## config.mk

```make
export PLATFORM = sky130hd
export DESIGN_NAME = gfm_pin_mux
export DESIGN_NICKNAME = d
export VERILOG_FILES = /design/src/hdl/gfm_pin_mux.v
export VERILOG_INCLUDE_DIRS = /design/src /design/src/hdl
export SDC_FILE = /design/constraint.sdc
export NUM_CORES = 1
export LEC_CHECK = 0
export BUFFER_PORTS_ARGS = -buffer_cell sky130_fd_sc_hd__buf_2
export CORE_ASPECT_RATIO = 1.2
export CORE_MARGIN = 1
export CORE_UTILIZATION = 40
export CTS_BUF_LIST = sky130_fd_sc_hd__clkbuf_8
export DETAILED_ROUTE_END_ITERATION = 10
export PLACE_DENSITY_LB_ADDON = 0.3
export SYNTH_ARGS = -nofsm -noshare
export SYNTH_HDL_FRONTEND = slang
export SYNTH_SLANG_ARGS = --single-unit
```

## constraint.sdc

```tcl
create_clock -name sys_clk -period 2.5 [get_ports sys_clk]
set_input_delay 0.5 -clock sys_clk [delete_from_list [all_inputs] [get_ports sys_clk]]
set_output_delay 0.5 -clock sys_clk [all_outputs]
set_load 0.01 [all_outputs]
```

## src/hdl/gfm_defines.vh

```
// constants of the pin function selector: register offsets, codes, reset values
`ifndef GFM_DEFINES_VH
`define GFM_DEFINES_VH

// ----------------------------------------------------------------------------
// structure
// ----------------------------------------------------------------------------
`define GFM_NPINS         6
`define GFM_CODE_W        7
`define GFM_CFG_W         8
`define GFM_NCTRL         13
`define GFM_NSTAT         11
`define GFM_NEVT          5

// ----------------------------------------------------------------------------
// register byte offsets
// ----------------------------------------------------------------------------
`define GFM_OFS_PIN_CFG0  8'h00
`define GFM_OFS_DPLL_CTRL 8'h20
`define GFM_OFS_POST_STOP 8'h24
`define GFM_OFS_DIFF_EN   8'h28
`define GFM_OFS_CMOS_EN   8'h2c
`define GFM_OFS_FAIL_MASK 8'h30
`define GFM_OFS_PIN_LVL   8'h34
`define GFM_OFS_IRQ_STAT  8'h38
`define GFM_OFS_IRQ_CLR   8'h3c
`define GFM_OFS_IRQ_EN    8'h40

// ----------------------------------------------------------------------------
// reset values
// ----------------------------------------------------------------------------
`define GFM_RST_CODE      8'h00
`define GFM_RST_CTRL      4'h0
`define GFM_RST_MASK      8'hff
`define GFM_RST_EVT       5'h00

// ----------------------------------------------------------------------------
// control codes
// ----------------------------------------------------------------------------
`define GFM_C_DEFAULT     8'h00
`define GFM_C_REF0_LOS    8'h10
`define GFM_C_REF1_LOS    8'h14
`define GFM_C_TE_CLR      8'h20
`define GFM_C_PDC_B1      8'h44
`define GFM_C_PDC_B0      8'h45
`define GFM_C_PDD_B1      8'h46
`define GFM_C_PDD_B0      8'h47
`define GFM_C_DIFF0       8'h60
`define GFM_C_DIFF1       8'h62
`define GFM_C_DIFF2       8'h64
`define GFM_C_DIFF3       8'h66
`define GFM_C_CMOS0       8'h70
`define GFM_C_CMOS1       8'h72

// ----------------------------------------------------------------------------
// status codes
// ----------------------------------------------------------------------------
`define GFM_S_IRQ_FULL    8'h80
`define GFM_S_R0_NOACT    8'h88
`define GFM_S_R0_SCC      8'h89
`define GFM_S_R0_CFC      8'h8a
`define GFM_S_R0_GSF      8'h8b
`define GFM_S_R0_FAIL     8'h8c
`define GFM_S_R1_NOACT    8'h90
`define GFM_S_R1_SCC      8'h91
`define GFM_S_R1_CFC      8'h92
`define GFM_S_R1_GSF      8'h93
`define GFM_S_R1_FAIL     8'h94

`endif

```

## src/hdl/gfm_pin_mux.v

```verilog
// general purpose pin function selector with otp load and ahb-lite registers
//
// What this block does
// - load pin codes from otp after reset
// - eight-bit code per pin picks its role
// - code 0x00 leaves pin plain input
// - code 0x10 pin is ref0 external loss
// - code 0x14 pin is ref1 external loss
// - code 0x20 pin ored into time-error clear
// - codes 0x44/0x45 or into divider c stop
// - codes 0x46/0x47 or into divider d stop
// - code 0x60 pin ored into diff_out0 enable
// - codes 0x62/0x64/0x66 enable diff_out1..3
// - code 0x70 pin ored into cmos_out0 enable
// - code 0x72 pin ored into cmos_out1 enable
// - code 0x80 pin drives the interrupt
// - interrupt flags status changes for host read
// - code 0x88 drives ref0 no activity
// - code 0x89 drives ref0 single cycle failure
// - code 0x8a drives ref0 coarse frequency failure
// - ref0 failure is masked or of indicators
//
// Chosen here: the register addresses and the AHB-Lite interface to the registers.
`include "gfm_defines.vh"
`timescale 1ns/10ps
`default_nettype none

module gfm_pin_mux
(
  // clock and reset
  input  wire                        sys_clk,
  input  wire                        resetn,
  // ahb-lite slave
  input  wire                        hsel,
  input  wire [7:0]                  haddr,
  input  wire [1:0]                  htrans,
  input  wire                        hwrite,
  input  wire [2:0]                  hsize,
  input  wire [31:0]                 hwdata,
  input  wire                        hready,
  output reg  [31:0]                 hrdata,
  output wire                        hreadyout,
  output wire                        hresp,
  // one-time-programmable store, one cycle read latency
  output wire [2:0]                  otp_addr,
  output wire                        otp_rd_en,
  input  wire [`GFM_CFG_W-1:0]       otp_data,
  // pins
  input  wire [`GFM_NPINS-1:0]       gpio_in,
  output reg  [`GFM_NPINS-1:0]       gpio_out,
  output reg  [`GFM_NPINS-1:0]       gpio_oe_n,
  // reference monitor indications
  input  wire                        ref0_no_activity,
  input  wire                        ref0_single_cycle_check,
  input  wire                        ref0_coarse_freq_check,
  input  wire                        ref0_guard_soak_flag,
  input  wire                        ref1_no_activity,
  input  wire                        ref1_single_cycle_check,
  input  wire                        ref1_coarse_freq_check,
  input  wire                        ref1_guard_soak_flag,
  // combined control to dpll, dividers and drivers
  output reg                         ref0_ext_los,
  output reg                         ref1_ext_los,
  output reg                         ref0_fail,
  output reg                         ref1_fail,
  output reg                         time_error_clear,
  output reg  [1:0]                  postdiv_c_stop,
  output reg  [1:0]                  postdiv_d_stop,
  output reg  [3:0]                  diff_out_en,
  output reg  [1:0]                  cmos_out_en,
  // interrupt
  output reg                         irq
);

  // --------------------------------------------------------------------------
  // states
  // --------------------------------------------------------------------------
  localparam [1:0] ST_LOAD = 2'b01;
  localparam [1:0] ST_RUN  = 2'b10;

  // --------------------------------------------------------------------------
  // decode functions
  // --------------------------------------------------------------------------
  // one bit per control target; anything unlisted maps to nothing
  function [`GFM_NCTRL-1:0] gfm_ctrl_decode;
    input [`GFM_CFG_W-1:0] code;
    begin
      gfm_ctrl_decode = {`GFM_NCTRL{1'b0}};
      case (code)
        `GFM_C_REF0_LOS : gfm_ctrl_decode[0]  = 1'b1;
        `GFM_C_REF1_LOS : gfm_ctrl_decode[1]  = 1'b1;
        `GFM_C_TE_CLR   : gfm_ctrl_decode[2]  = 1'b1;
        `GFM_C_PDC_B1   : gfm_ctrl_decode[3]  = 1'b1;
        `GFM_C_PDC_B0   : gfm_ctrl_decode[4]  = 1'b1;
        `GFM_C_PDD_B1   : gfm_ctrl_decode[5]  = 1'b1;
        `GFM_C_PDD_B0   : gfm_ctrl_decode[6]  = 1'b1;
        `GFM_C_DIFF0    : gfm_ctrl_decode[7]  = 1'b1;
        `GFM_C_DIFF1    : gfm_ctrl_decode[8]  = 1'b1;
        `GFM_C_DIFF2    : gfm_ctrl_decode[9]  = 1'b1;
        `GFM_C_DIFF3    : gfm_ctrl_decode[10] = 1'b1;
        `GFM_C_CMOS0    : gfm_ctrl_decode[11] = 1'b1;
        `GFM_C_CMOS1    : gfm_ctrl_decode[12] = 1'b1;
        default         : gfm_ctrl_decode = {`GFM_NCTRL{1'b0}};
      endcase
    end
  endfunction

  // returns {drive, level}; drive low keeps the pin an input
  function [1:0] gfm_stat_decode;
    input [`GFM_CFG_W-1:0]  code;
    input [`GFM_NSTAT-1:0]  st;
    begin
      case (code)
        `GFM_S_IRQ_FULL : gfm_stat_decode = {1'b1, st[0]};
        `GFM_S_R0_NOACT : gfm_stat_decode = {1'b1, st[1]};
        `GFM_S_R0_SCC   : gfm_stat_decode = {1'b1, st[2]};
        `GFM_S_R0_CFC   : gfm_stat_decode = {1'b1, st[3]};
        `GFM_S_R0_GSF   : gfm_stat_decode = {1'b1, st[4]};
        `GFM_S_R0_FAIL  : gfm_stat_decode = {1'b1, st[5]};
        `GFM_S_R1_NOACT : gfm_stat_decode = {1'b1, st[6]};
        `GFM_S_R1_SCC   : gfm_stat_decode = {1'b1, st[7]};
        `GFM_S_R1_CFC   : gfm_stat_decode = {1'b1, st[8]};
        `GFM_S_R1_GSF   : gfm_stat_decode = {1'b1, st[9]};
        `GFM_S_R1_FAIL  : gfm_stat_decode = {1'b1, st[10]};
        default         : gfm_stat_decode = 2'b00;
      endcase
    end
  endfunction

  // --------------------------------------------------------------------------
  // storage
  // --------------------------------------------------------------------------
  // config byte: status codes need bit 7 above the 6:0 code
  reg  [`GFM_CFG_W-1:0]    pin_cfg [0:`GFM_NPINS-1];
  reg  [1:0]               state;
  reg  [2:0]               ld_cnt;
  reg                      dpll_ctrl;
  reg  [3:0]               post_stop;
  reg  [3:0]               diff_en_reg;
  reg  [1:0]               cmos_en_reg;
  reg  [7:0]               fail_mask;
  reg  [`GFM_NEVT-1:0]     irq_status;
  reg  [`GFM_NEVT-1:0]     irq_en;
  reg  [`GFM_NEVT-1:0]     evt_prev;
  reg                      dp_act;
  reg                      dp_write;
  reg  [7:0]               dp_addr;
  reg  [31:0]              rd_mux;
  reg  [7:0]               rd_addr;
  reg  [`GFM_NEVT-1:0]     next_irq_status;

  wire                     run = state[1];
  wire                     addr_ok = hsel & htrans[1] & hready;
  wire                     wr_ok = dp_act & dp_write & run;
  wire [`GFM_NEVT-1:0]     evt_lvl;
  wire [`GFM_NEVT-1:0]     evt_rise;
  wire [`GFM_NSTAT-1:0]    stat_vec;
  wire [`GFM_NCTRL-1:0]    ctrl_acc [0:`GFM_NPINS];

  // --------------------------------------------------------------------------
  // otp load after reset
  // --------------------------------------------------------------------------
  // otp holds one code per pin; data for address k arrives one cycle later
  assign otp_addr  = ld_cnt;
  assign otp_rd_en = state[0] & (ld_cnt < `GFM_NPINS);

  always @(posedge sys_clk)
  begin
    if (!resetn)
    begin
      state  <= ST_LOAD;
      ld_cnt <= 3'h0;
    end
    else
    begin
      case (state)
        ST_LOAD :
        begin
          ld_cnt <= ld_cnt + 3'h1;
          if (ld_cnt == `GFM_NPINS)
            state <= ST_RUN;
        end
        ST_RUN  : state <= ST_RUN;
        default : state <= ST_LOAD;
      endcase
    end
  end

  // --------------------------------------------------------------------------
  // ahb-lite slave
  // --------------------------------------------------------------------------
  // wait states until one edge after the otp load, so software never sees a
  // half-loaded code table, the last word included
  assign hreadyout = evt_prev[4] | ~dp_act;
  assign hresp     = 1'b0;

  always @(posedge sys_clk)
  begin
    if (!resetn)
    begin
      dp_act   <= 1'b0;
      dp_write <= 1'b0;
      dp_addr  <= 8'h00;
    end
    else if (hreadyout)
    begin
      dp_act   <= addr_ok;
      dp_write <= hwrite;
      dp_addr  <= haddr;
    end
  end

  always @*
  begin
    rd_addr = addr_ok ? haddr : dp_addr;
    rd_mux  = 32'h0000_0000;
    if (rd_addr < `GFM_OFS_PIN_CFG0 + 4 * `GFM_NPINS && rd_addr[1:0] == 2'b00)
      rd_mux[7:0] = pin_cfg[rd_addr[4:2]];
    else
      case (rd_addr)
        `GFM_OFS_DPLL_CTRL : rd_mux[0]   = dpll_ctrl;
        `GFM_OFS_POST_STOP : rd_mux[3:0] = post_stop;
        `GFM_OFS_DIFF_EN   : rd_mux[3:0] = diff_en_reg;
        `GFM_OFS_CMOS_EN   : rd_mux[1:0] = cmos_en_reg;
        `GFM_OFS_FAIL_MASK : rd_mux[7:0] = fail_mask;
        `GFM_OFS_PIN_LVL   : rd_mux[5:0] = gpio_in;
        `GFM_OFS_IRQ_STAT  : rd_mux[4:0] = irq_status;
        `GFM_OFS_IRQ_EN    : rd_mux[4:0] = irq_en;
        default            : rd_mux = 32'h0000_0000;
      endcase
  end

  always @(posedge sys_clk)
  begin
    if (!resetn)
      hrdata <= 32'h0000_0000;
    else if ((addr_ok & hreadyout) | (dp_act & ~hreadyout))
      hrdata <= rd_mux;
  end

  // --------------------------------------------------------------------------
  // configuration registers
  // --------------------------------------------------------------------------
  integer k;
  always @(posedge sys_clk)
  begin
    if (!resetn)
    begin
      for (k = 0; k < `GFM_NPINS; k = k + 1)
        pin_cfg[k] <= `GFM_RST_CODE;
      dpll_ctrl   <= 1'b0;
      post_stop   <= `GFM_RST_CTRL;
      diff_en_reg <= `GFM_RST_CTRL;
      cmos_en_reg <= 2'b00;
      fail_mask   <= `GFM_RST_MASK;
      irq_en      <= `GFM_RST_EVT;
    end
    else
    begin
      if (state[0] && ld_cnt != 3'h0)
        pin_cfg[ld_cnt - 3'h1] <= otp_data;
      if (wr_ok)
      begin
        if (dp_addr < `GFM_OFS_PIN_CFG0 + 4 * `GFM_NPINS && dp_addr[1:0] == 2'b00)
          pin_cfg[dp_addr[4:2]] <= hwdata[7:0];
        case (dp_addr)
          `GFM_OFS_DPLL_CTRL : dpll_ctrl   <= hwdata[0];
          `GFM_OFS_POST_STOP : post_stop   <= hwdata[3:0];
          `GFM_OFS_DIFF_EN   : diff_en_reg <= hwdata[3:0];
          `GFM_OFS_CMOS_EN   : cmos_en_reg <= hwdata[1:0];
          `GFM_OFS_FAIL_MASK : fail_mask   <= hwdata[7:0];
          `GFM_OFS_IRQ_EN    : irq_en      <= hwdata[4:0];
          default            : irq_en      <= irq_en;
        endcase
      end
    end
  end

  // --------------------------------------------------------------------------
  // control inputs: per-pin decode, ored across pins
  // --------------------------------------------------------------------------
  assign ctrl_acc[0] = {`GFM_NCTRL{1'b0}};

  genvar g;
  generate
    for (g = 0; g < `GFM_NPINS; g = g + 1)
    begin : g_pin
      wire [1:0] drv = gfm_stat_decode(pin_cfg[g], stat_vec);
      // a status pin never feeds a control target
      assign ctrl_acc[g+1] = ctrl_acc[g] |
                             (gfm_ctrl_decode(pin_cfg[g]) & {`GFM_NCTRL{gpio_in[g]}});
      always @(posedge sys_clk)
      begin
        if (!resetn)
        begin
          gpio_out[g]  <= 1'b0;
          gpio_oe_n[g] <= 1'b1;
        end
        else
        begin
          gpio_out[g]  <= drv[0];
          gpio_oe_n[g] <= ~drv[1];
        end
      end
    end
  endgenerate

  always @(posedge sys_clk)
  begin
    if (!resetn)
    begin
      ref0_ext_los     <= 1'b0;
      ref1_ext_los     <= 1'b0;
      time_error_clear <= 1'b0;
      postdiv_c_stop   <= 2'b00;
      postdiv_d_stop   <= 2'b00;
      diff_out_en      <= 4'h0;
      cmos_out_en      <= 2'b00;
      ref0_fail        <= 1'b0;
      ref1_fail        <= 1'b0;
    end
    else
    begin
      ref0_ext_los     <= ctrl_acc[`GFM_NPINS][0];
      ref1_ext_los     <= ctrl_acc[`GFM_NPINS][1];
      time_error_clear <= dpll_ctrl | ctrl_acc[`GFM_NPINS][2];
      postdiv_c_stop   <= post_stop[1:0] |
                          {ctrl_acc[`GFM_NPINS][3], ctrl_acc[`GFM_NPINS][4]};
      postdiv_d_stop   <= post_stop[3:2] |
                          {ctrl_acc[`GFM_NPINS][5], ctrl_acc[`GFM_NPINS][6]};
      diff_out_en      <= diff_en_reg | ctrl_acc[`GFM_NPINS][10:7];
      cmos_out_en      <= cmos_en_reg | ctrl_acc[`GFM_NPINS][12:11];
      ref0_fail <= (ctrl_acc[`GFM_NPINS][0] & fail_mask[0]) |
                   (ref0_single_cycle_check & fail_mask[1]) |
                   (ref0_coarse_freq_check  & fail_mask[2]) |
                   (ref0_guard_soak_flag    & fail_mask[3]);
      ref1_fail <= (ctrl_acc[`GFM_NPINS][1] & fail_mask[4]) |
                   (ref1_single_cycle_check & fail_mask[5]) |
                   (ref1_coarse_freq_check  & fail_mask[6]) |
                   (ref1_guard_soak_flag    & fail_mask[7]);
    end
  end

  // --------------------------------------------------------------------------
  // status vector for status pins
  // --------------------------------------------------------------------------
  assign stat_vec = {ref1_fail, ref1_guard_soak_flag, ref1_coarse_freq_check,
                     ref1_single_cycle_check, ref1_no_activity,
                     ref0_fail, ref0_guard_soak_flag, ref0_coarse_freq_check,
                     ref0_single_cycle_check, ref0_no_activity, irq};

  // --------------------------------------------------------------------------
  // interrupt: sticky status, write-one clear, enable
  // --------------------------------------------------------------------------
  // events are rising edges, so a steady failure raises one interrupt only
  assign evt_lvl  = {run, ref1_ext_los, ref0_ext_los, ref1_fail, ref0_fail};
  assign evt_rise = evt_lvl & ~evt_prev;

  always @*
  begin
    next_irq_status = irq_status;
    if (wr_ok && dp_addr == `GFM_OFS_IRQ_CLR)
      next_irq_status = next_irq_status & ~hwdata[4:0];
    next_irq_status = next_irq_status | evt_rise;
  end

  always @(posedge sys_clk)
  begin
    if (!resetn)
    begin
      evt_prev   <= `GFM_RST_EVT;
      irq_status <= `GFM_RST_EVT;
      irq        <= 1'b0;
    end
    else
    begin
      evt_prev   <= evt_lvl;
      irq_status <= next_irq_status;
      irq        <= |(irq_status & irq_en);
    end
  end

endmodule // gfm_pin_mux

`default_nettype wire

```

# ---- Yosys cells after proc, flatten, opt, wreduce, memory -nomap -nowiden
# Memory sizes are Yosys's and may differ from the RTL's.
# Index checks and enable logic that the tools add are counted.
dict set report classes {
  n_addsub 2
  n_lt_le_gt_ge 3
  eq_ne 163
  mux 109
  n_bitwise 53
  n_reduce_logical 16
}
# op count
set ops {}
lappend ops {{8-bit == test, second input constant} 66}
lappend ops {{8-bit by 7-bit == test with 1-bit output, second input constant} 62}
lappend ops {{8-bit by 6-bit == test with 1-bit output, second input constant} 19}
lappend ops {{2-bit one-hot mux with 11 select lines} 6}
lappend ops {{8-bit by 5-bit == test with 1-bit output, second input constant} 12}
lappend ops {{1-bit two-way mux} 88}
lappend ops {{13-bit AND} 6}
lappend ops {{13-bit bitwise OR} 5}
lappend ops {{8-bit two-way mux} 4}
lappend ops {{8-bit by 5-bit less-than comparator with 1-bit output, second input constant} 2}
lappend ops {{8-bit OR reduction} 2}
lappend ops {{1-bit AND} 15}
lappend ops {{5-bit AND} 3}
lappend ops {{2-bit one-hot mux with 6 select lines} 1}
lappend ops {{2-bit AND reduction} 6}
lappend ops {{5-bit inverter} 2}
lappend ops {{1-bit bitwise OR} 9}
lappend ops {{1-bit inverter} 8}
lappend ops {{1-bit one-hot mux with 8 select lines} 1}
lappend ops {{1-bit one-hot mux with 7 select lines} 1}
lappend ops {{3-bit two-way mux} 2}
lappend ops {{2-bit bitwise OR} 3}
lappend ops {{5-bit two-way mux} 1}
lappend ops {{5-bit bitwise OR} 1}
lappend ops {{16 further kinds} 21}
dict set report totals {
  reg_bits 85
  ram_bits 48
  out_inout_bits 66
  wordCells 383
  n_memories 1
}
# name words width rd rd_clocked_by_memory_dff wr line
set mem_list {}
lappend mem_list {pin_cfg 6 8 7 0 6 gfm_pin_mux.v:134} ;# reg [`GFM_CFG_W-1:0] pin_cfg [0:`GFM_NPINS-1];

# ---- Logic depth before layout (Yosys ltp)
# Gate-level depths: netlist (run 1).
# An unclocked memory read counts as a cell.
dict set report logic_depth {
  depth_word 13
  depth_mapped 9
  depth_no_buf 8
}

# ---- Worst setup path before layout (run 1)
# OpenSTA, ideal clock, no wires.
dict set report synth_timing {
  kind {register -> register}
  startpoint {register ld_cnt[0], in the netlist otp_addr[0]}
  endpoint {memory pin_cfg[7][0] (netlist bit) (enable)}
  setup_ps 398
  arrival_ps 2378
  t_required_ps 2102
  setup_slack_ps -276
  path_stages_with_launch 8
  path_buffers 2
  period_less_slack_ps 2776
  cell_sequence {dfxtp_1 -> clkbuf_1 -> inv_1 -> ha_1 -> nand2b_1 -> and3_1 -> buf_2 -> nor4b_1}
}
# element line
set synth_rtl {}
lappend synth_rtl {{from (decl)} gfm_pin_mux.v:136} ;# reg [2:0] ld_cnt;
lappend synth_rtl {{from (signal assigned)} gfm_pin_mux.v:179} ;# ld_cnt <= ld_cnt + 3'h1;
lappend synth_rtl {{to (decl)} gfm_pin_mux.v:134}

==> results of run 1 <==
-- cells by family (layout without fill, tap and decap cells) --
group / after synthesis / count (layout) / share of synthesized area
AND/OR/NAND/NOR: 383 / 383 / 0.228
XOR/XNOR: 4 / 4 / 0.00398
other: 1 / 25 / 0.000426
multiplexers: 76 / 76 / 0.100
flip-flops: 149 / 149 / 0.411
adder cells (fa/ha/maj): 5 / 5 / 0.00710
AO/OA/AOI/OAI: 235 / 235 / 0.181
buffers and inverters: 110 / 228 / 0.0679
-- metrics by stage --
stage	utilization	worst slack, ns	hold slack (ns)	std cells	area (um^2)
global route	0.473	0.0713	0.278	1379	10200
finish	0.473	0.250	0.286	1379	10200
CTS	0.472	0.156	0.265	1379	10200
detailed placement	0.454	0.186	0.450	1347	9820
global placement	0.454	0.0874	0.444	1347	9820
floorplan	-	0.0413	0.432	987	8910
-- worst reg2reg max path: stages (launching register included) --
cell,delay [ns]
dfxtp_1,0.43
inv_1,0.09
ha_1,0.22
xor2_1,0.27
nand4_1,0.13
o211ai_1,0.74
-- final timing paths --
kind                            slack (ns)                      end
worst max-delay path                  0.25  pin_cfg[5][0]$_DFFE_PP_
worst min-delay path                  0.29    dp_write$_SDFFE_PN0N_
worst max register to register        0.25  pin_cfg[5][0]$_DFFE_PP_
worst min register to register        0.46    dp_write$_SDFFE_PN0N_
-- synthesized netlist by cell type, types with 19 or more instances --
cell      number
a21oi_1       52
edfxtp_1      64
nor2_1        75
o21ai_0       52
nand4_1       19
a221oi_1      19
dfxtp_1       85
clkbuf_1      38
mux2i_1       51
nand2_1      129
nand3_1       39
inv_1         27
buf_4         25
-- routing by layer --
metal,up-vias,global-route usage,share of wire
met5,-,0,0
met4,0,0.207,0.069
met3,135,0.0577,0.080
met2,539,0.508,0.47
met1,4061,0.373,0.38
li1,3827,-,-
-- power groups by stage --
stage | registers [mW] | clock network (mW) | logic, mW
after floorplan | 2.96 | 0 | 1.10
after global placement | 3.11 | 0 | 1.66
after detailed placement | 3.11 | 0 | 1.68
after CTS | 3.06 | 1.91 | 1.69
after global routing | 3.09 | 2.01 | 1.86
final | 3.08 | 1.89 | 1.72
-- what timing repair did --
action	in CTS	in global routing
resized for setup	0	2
endpoints found under the hold margin	0	0
setup endpoints to repair	0	4
-- final cells by class --
type	count	area (um^2)
Clock buffer	19	262
Clock inverter	13	129
Fill cell	2114	11400
Inverter	28	105
Multi-Input combinational cell	728	4700
Sequential cell	149	3620
Tap cell	274	343
Timing Repair Buffer	168	1060
==> results.yml, run 1 <==
floorplanning:
  die_x_um: 137
  dieArea_um2: 22600
  rows: 59
  core_area_um2: 21600
  initial_core_util: 0.407
  die_h_um: 165
  ioPinCount: 138
cells_and_area:
  layout_common_cells: "nand2_1 (129), dfxtp_1 (85), buf_2 (84)"
  fin_nets: 1169
  largest_reg_flops: 64
  final_common_cell: "nand2_1"
  regMostFlops: "pin_cfg"
  area_growth_pct: 16.0
  num_antenna_cells: 0
  layout-drive-gt1-share: 0.231
clock_tree:
  ctsHoldBuffers: 0
  cts_tree: "yes"
  htreeDepth: 4
  clk_latency_ns: 0.46
  clkTransAtPathRegs_ns: 0.09
  cts_buffer_depth: 2
  numClockSinks: 149
  numCtsBuffers: 17
  post_cts_buffers: 0
  cts_root_buf: "clkbuf_8"
worst_setup_path:
  required_ns: 2.58
  crit_family: "compound AO/OA/AOI/OAI gates"
  reg2reg_depth: 5
  crit_fanout: 8
  worstPathCellList: "inv_1, ha_1, xor2_1, nand4_1, o211ai_1"
  path_depth: 5
  crit_start: "otp_addr[1]$_SDFFE_PN0N_"
  crit_arrival_ns: 2.33
  cp-start-kind: "flop"
  critPathCaptureType: "flop"
  criticalPathCategory: "flop to flop"
  critPathMaxStageDelay_ns: 0.74
  slowest_stage: "o211ai_1"
  critPathBufInv: 1
  reg2reg_from: "otp_addr[1]$_SDFFE_PN0N_"
power_and_ir_drop:
  p_total_mw: 6.69
  combPwrFrac: 0.257
  clockPowerShare: 0.283
  p_leak_nw: 4.15
  pwr-share-seq: 0.460
  switching_share: 0.350
  power.density_nw_per_um2: 655
  p_int_mw: 4.35
  p_sw_mw: 2.34
  vdd_drop_max_mv: 0.554
logic_synthesis:
  synthArstFlopShare: 0
  synthTopCellsByArea: "edfxtp_1 (22%), dfxtp_1 (19%), mux2i_1 (5.8%)"
  synth.avg_cell_area_um2: 9.15
  syn_area_um2: 8810
  ys_types: 95
  synth_flop_cell: "dfxtp_1"
  syn_inst: 963
  synth_edf_count: 64
  ys_warn_count: 0
  yosys.area.top_type: "edfxtp_1"
  ys_ff_latch: 149
  seq_area_frac_synth: 0.411
  synth_top_area_frac: 0.218
placement:
  dpl.hpwl_um: 26100
  gp_routability_congestion: 1.03
  port_buffers: 84
timing:
  slew_headroom: 0.397
  rsz0062_at_grt: "false"
  hold_viol: 0
  tightestPinTransition_ns: 0.901
  timing.setup.tns_ns: 0
  skew_ns: 0.0142
  clock.fmax_mhz: 445
  finalCriticalPeriod_ns: 2.25
  setup_viol: 0
  slew_violations: 0
  period_share: 0.900
route:
  dr.pass1.iters: 6
  first_iter_violations: 1064
  post_drt_wl_per_cell_um: 24.8
  ant_nets: 0
  viasPerCell: 6.21
  drt_wl_total_um: 34200
  drcViolationCount: 0
  vias: 8562
global_routing:
  first_global_vias: 7912
  grt-ovfl-total: 0
  grt_max_degree: 45
  antenna_found_initial: 0
  grtUsageTotal: 0.312
  grt_pass1_wl_um: 49900
min_path:
  hold_path_class: "primary input to flop"
  holdPathStages: 3
  min-delay-start: "hwrite"
run:
  cap_violations: 0
status:
  run_status: "complete, no violations"
Note: power is estimated with default switching activity, not from simulation.
==> inputs of run 2 (changes only) <==
--- a/config.mk
+++ b/config.mk
@@ -8,7 +8,7 @@
 export LEC_CHECK = 0
 export BUFFER_PORTS_ARGS = -buffer_cell sky130_fd_sc_hd__buf_2
 export CORE_ASPECT_RATIO = 1.2
-export CORE_MARGIN = 1
+export CORE_MARGIN = 3
 export CORE_UTILIZATION = 40
 export CTS_BUF_LIST = sky130_fd_sc_hd__clkbuf_8
 export DETAILED_ROUTE_END_ITERATION = 10
==> run 2 against run 1 <==
Global-route usage is 3.3 points lower. Final cell count is 0.44% lower. Flip-flop and latch count unchanged. Largest cell class unchanged. Total power decreased by 0.20%. Highest routed layer unchanged. Register-to-register slack worse by 0.08 ns. Setup slack worse by 0.084 ns. Sequential power about the same. Die area is 5.4% higher.
==> results.yml, run 2 (synthesis gave the netlist of run 1 again) <==
route:
  ant_nets: 0
  drt_wl_total_um: 33800
  vias: 8635
  viasPerCell: 6.29
  dr.pass1.iters: 6
  drcViolationCount: 0
  first_iter_violations: 1075
  post_drt_wl_per_cell_um: 24.6
power_and_ir_drop:
  p_sw_mw: 2.37
  pwr-share-seq: 0.461
  power.density_nw_per_um2: 654
  p_leak_nw: 4.14
  combPwrFrac: 0.254
  clockPowerShare: 0.284
  vdd_drop_max_mv: 0.484
  p_int_mw: 4.31
  switching_share: 0.355
worst_setup_path:
  crit_fanout: 4
  critPathCaptureType: "flop"
  criticalPathCategory: "flop to flop"
  critPathMaxStageDelay_ns: 0.70
  slowest_stage: "nor4b_2"
  crit_arrival_ns: 2.71
  required_ns: 2.88
  worstPathCellList: "nor4b_2, nand2_1, or3_1, o22ai_1, a31oi_1, a41oi_1"
  cp-start-kind: "flop"
cells_and_area:
  layout-drive-gt1-share: 0.230
  largest_reg_flops: 64
  multi_input_area_um2: 4690
  layout_common_cells: "nand2_1 (129), dfxtp_1 (85), buf_2 (84)"
  area_growth_pct: 15.8
  fin_nets: 1167
  num_antenna_cells: 0
  fillers: 2100
  final_common_cell: "nand2_1"
  regMostFlops: "pin_cfg"
  seq_area_um2: 3620
  post-route-cell-area_um2: 10200
clock_tree:
  cts_buffer_depth: 2
  htreeDepth: 4
  clk_latency_ns: 0.46
  cts_root_buf: "clkbuf_8"
  cts_tree: "yes"
  numClockSinks: 149
  post_cts_buffers: 0
  clkTransAtPathRegs_ns: 0.09
  ctsHoldBuffers: 0
  cts_resized: 1
  numCtsBuffers: 17
floorplanning:
  die_x_um: 141
  core_area_um2: 21300
  initial_core_util: 0.413
  rows: 58
  ioPinCount: 138
  die_h_um: 169
  dieArea_um2: 23900
run:
  cap_violations: 0
placement:
  port_buffers: 84
  gp_routability_congestion: 1.05
  dpl.hpwl_um: 25500
  dpl_cell_area_um2: 9810
timing:
  skew_ns: 0.0124
  clock.fmax_mhz: 428
  slew_headroom: 0.522
  setup_viol: 0
  period_share: 0.934
  hold_viol: 0
  tightestPinTransition_ns: 0.712
  timing.setup.tns_ns: 0
  rsz0062_at_grt: "false"
  finalCriticalPeriod_ns: 2.33
  slew_violations: 0
min_path:
  hold_path_class: "primary input to flop"
global_routing:
  first_global_vias: 8112
  grt_max_degree: 48
  grt_pass1_wl_um: 49700
  antenna_found_initial: 0
  grt-ovfl-total: 0
  grtUsageTotal: 0.278
status:
  run_status: "complete, no violations"
==> run 2: cell count changes in the layout (fill, tap and decap cells not counted), moves of 2 or more <==
cell,delta
buf_4,-3
clkbuf_8,-2
clkinvlp_2,+2
clkinvlp_4,-2
inv_6,+2
==> run 2: through the flow <==
stage,worst slack [ns],hold WS (ns),util,total power [mW],cells
finish,0.166,0.294,0.478,6.68,1373
global route,0.162,0.297,0.478,6.94,1373
CTS,0.264,0.277,0.478,6.65,1373
detailed placement,-0.105,0.452,0.460,4.78,1341
global placement,-0.158,0.449,0.460,4.75,1341
floorplan,0.0413,0.432,-,4.07,987
==> run 2: worst max-delay path: cells and delay by family, from the launching register on <==
kind / cells / cell delay [ns]
AND/OR/NAND/NOR: 3 / 1.23
flip-flops: 1 / 0.52
AO/OA/AOI/OAI: 3 / 0.51
==> run 2: per-layer routing <==
metal,track usage,vias up,share of wire
met3,0.0466,170,0.090
met1,0.354,4080,0.38
li1,-,3812,-
met5,0,-,0
met4,0.164,0,0.067
met2,0.445,573,0.46
==> run 2: power by group through the flow <==
| stage | combinational (mW) | sequential, mW | clock, mW |
|---|---|---|---|
| final | 1.70 | 3.08 | 1.90 |
| after global routing | 1.83 | 3.09 | 2.01 |
| after CTS | 1.67 | 3.06 | 1.92 |
| after detailed placement | 1.66 | 3.12 | 0 |
| after global placement | 1.64 | 3.11 | 0 |
| after floorplan | 1.10 | 2.96 | 0 |
==> run 2: path summary, 6_finish.rpt <==
kind                                              start                           end  slack (ns)  cells past startpoint
worst min-delay path                             hwrite         dp_write$_SDFFE_PN0N_        0.29                      3
worst max-delay path            pin_cfg[4][5]$_DFFE_PP_  postdiv_d_stop[0]$_SDFF_PN0_        0.17                      6
worst min register to register    dp_write$_SDFFE_PN0N_         dp_write$_SDFFE_PN0N_        0.46                      2
worst max register to register  pin_cfg[4][5]$_DFFE_PP_  postdiv_d_stop[0]$_SDFF_PN0_        0.17                      6
==> run 2: layout make-up <==
type / count / share of cell area
multi-input cells: 728 / 0.460
flip-flops and latches: 149 / 0.355
repair buffers: 166 / 0.104
well taps: 270 / 0.0331
clock buffers: 17 / 0.0229
clock inverters: 15 / 0.0150
inverters: 28 / 0.0103
==> inputs of run 3 (changes only) <==
--- a/config.mk
+++ b/config.mk
@@ -6,6 +6,7 @@
 export SDC_FILE = /design/constraint.sdc
 export NUM_CORES = 1
 export LEC_CHECK = 0
+export ABC_AREA = 1
 export BUFFER_PORTS_ARGS = -buffer_cell sky130_fd_sc_hd__buf_2
 export CORE_ASPECT_RATIO = 1.2
 export CORE_MARGIN = 3
==> run 3 against run 2 <==
Maximum frequency grew 1.5%. Worst hold slack lost 0.019 ns. Cell area grew 2.4%. Setup slack gained 0.033 ns. Synthesized area grew 4.8%. Final cell count grew 27%. Largest power group unchanged. Global-route usage shrank 0.15 points.
==> results.yml, run 3 <==
clock_tree:
  numCtsBuffers: 17
  htreeDepth: 4
  cts_resized: 0
  clkTransAtPathRegs_ns: 0.09
  post_cts_buffers: 0
  cts_tree: "yes"
  numClockSinks: 149
  clk_latency_ns: 0.47
  ctsHoldBuffers: 0
  cts_buffer_depth: 2
  cts_root_buf: "clkbuf_8"
cells_and_area:
  fin_cells: 1738
  layout_common_cells: "nand2_1 (264), inv_1 (170), nor2_1 (135)"
  regMostFlops: "pin_cfg"
  area_growth_pct: 13.1
  final_common_cell: "nand2_1"
  fin_util: 0.463
  fin_nets: 1492
  fillers: 2382
  num_antenna_cells: 0
  largest_reg_flops: 64
  layout-drive-gt1-share: 0.144
logic_synthesis:
  ys_ff_latch: 149
  synth_top_area_frac: 0.208
  seq_area_frac_synth: 0.392
  syn_inst: 1302
  synth.avg_cell_area_um2: 7.10
  ys_types: 55
  synth_commonest_cells: "nand2_1 (268), inv_1 (168), nor2_1 (137)"
  synthTopCellsByArea: "edfxtp_1 (21%), dfxtp_1 (18%), nand2_1 (11%)"
  syn_area_um2: 9240
  synthArstFlopShare: 0
  yosys.area.top_type: "edfxtp_1"
  synth_edf_count: 64
  ys_warn_count: 0
  synth_flop_cell: "dfxtp_1"
  yosysMostFrequentCell: "nand2_1"
floorplanning:
  core_area_um2: 22600
  die_x_um: 145
  ioPinCount: 138
  dieArea_um2: 25000
  initial_core_util: 0.409
  rows: 60
  die_h_um: 172
power_and_ir_drop:
  p_leak_nw: 4.65
  vdd_drop_max_mv: 0.333
  power.density_nw_per_um2: 652
placement:
  dpl.hpwl_um: 27600
  port_buffers: 84
  dp_slack_ns: 0.0860
  gp_routability_congestion: 1.01
  dp.cells: 1706
timing:
  hold_viol: 0
  finalCriticalPeriod_ns: 2.30
  setup_viol: 0
  skew_ns: 0.0166
  post-route-worst-setup-slack_ns: 0.200
  tightestPinTransition_ns: 0.785
  slew_violations: 0
  period_share: 0.920
  clock.fmax_mhz: 435
  rsz0062_at_grt: "false"
  timing.setup.tns_ns: 0
  hold_slack_ns: 0.275
  slew_headroom: 0.472
global_routing:
  grt_pass1_wl_um: 51500
  first_global_vias: 8840
  antenna_found_initial: 0
  grt-ovfl-total: 0
  grtUsageTotal: 0.277
  grt_max_degree: 50
worst_setup_path:
  critPathCaptureType: "flop"
  crit_family: "simple AND/OR/NAND/NOR gates"
  cp-start-kind: "flop"
  critPathMostFrequentCell: "nor2_1"
  critPathBufInv: 4
  worstPathCellList: "clkinv_1, ha_1, a21oi_2, inv_1, nor2_2, nand2_1, buf_4, nor2_1, inv_1, nor2_1, nor2_1, nand2_2"
  required_ns: 2.66
  crit_arrival_ns: 2.46
  crit_fanout: 8
  criticalPathCategory: "flop to flop"
  critPathMaxStageDelay_ns: 0.35
  slowest_stage: "dfxtp_1"
route:
  drt_wl_total_um: 34200
  drcViolationCount: 0
  vias: 9573
  post_drt_wl_per_cell_um: 19.7
  first_iter_violations: 1078
  viasPerCell: 5.51
  ant_nets: 0
  dr.pass1.iters: 7
status:
  run_status: "complete, no violations"
run:
  cap_violations: 0
min_path:
  hold_path_class: "primary input to flop"
-- run 3: changes by cell type after synthesis, moves of 27 or more --
cell,change
mux2i_1,-51
nand3_1,+78
nor2_1,+62
nand2_1,+139
o22ai_1,+36
inv_1,+141
nand4_1,+27
-- run 3: final timing paths --
| check | cells past startpoint | start | end | slack [ns] |
|---|---|---|---|---|
| worst max-delay path | 12 | otp_addr[0]$_SDFFE_PN0N_ | pin_cfg[3][1]$_DFFE_PP_ | 0.20 |
| worst min-delay path | 3 | hwrite | dp_write$_SDFFE_PN0N_ | 0.27 |
| worst max register to register | 12 | otp_addr[0]$_SDFFE_PN0N_ | pin_cfg[3][1]$_DFFE_PP_ | 0.20 |
| worst min register to register | 1 | evt_prev[1]$_SDFF_PN0_ | irq_status[1]$_SDFF_PN0_ | 0.44 |
-- run 3: per-stage QoR --
step / power, mW / instance area, um^2
global placement: 5.06 / 10100
floorplan: 4.29 / 9330
CTS: 6.80 / 10400
finish: 6.82 / 10500
detailed placement: 5.09 / 10100
global route: 7.18 / 10500
-- run 3: tightest hold or removal path, stage by stage --
cell,delay (ns)
buf_2,0.09
nand2_1,0.05
a21oi_1,0.05
-- run 3: power by group --
part / switching [mW] / leakage (nW) / internal, mW / total [mW]
Combinational: 1.36 / 3.12 / 0.595 / 1.96
Clock: 1.00 / 0.187 / 0.735 / 1.74
Sequential: 0.257 / 1.34 / 2.86 / 3.12
Total: 2.62 / 4.65 / 4.19 / 6.82
-- run 3: final cells by class --
class                   instances  area [um^2]  share of cell area
multi-input cells             939         4660               0.446
flip-flops and latches        149         3620               0.347
well taps                     310          388              0.0371
clock buffers                  19          262              0.0250
inverters                     179          674              0.0645
clock inverters                13         83.8             0.00802
repair buffers                129          758              0.0725
-- run 3: cell families after synthesis --
family / after synthesis / share of synthesized area
buf+inv: 238 / 0.115
fa+ha+maj: 5 / 0.00677
compound gates: 252 / 0.157
flops: 149 / 0.392
xor+xnor: 1 / 0.000948
simple gates: 656 / 0.328
other cells: 1 / 0.000406
-- run 3: layer usage --
metal	track usage	up-vias	routed length, um
met1	0.349	4396	13900
met4	0.138	0	1810
met3	0.0404	98	2110
li1	-	4632	-
met2	0.461	447	16400
met5	0	-	0
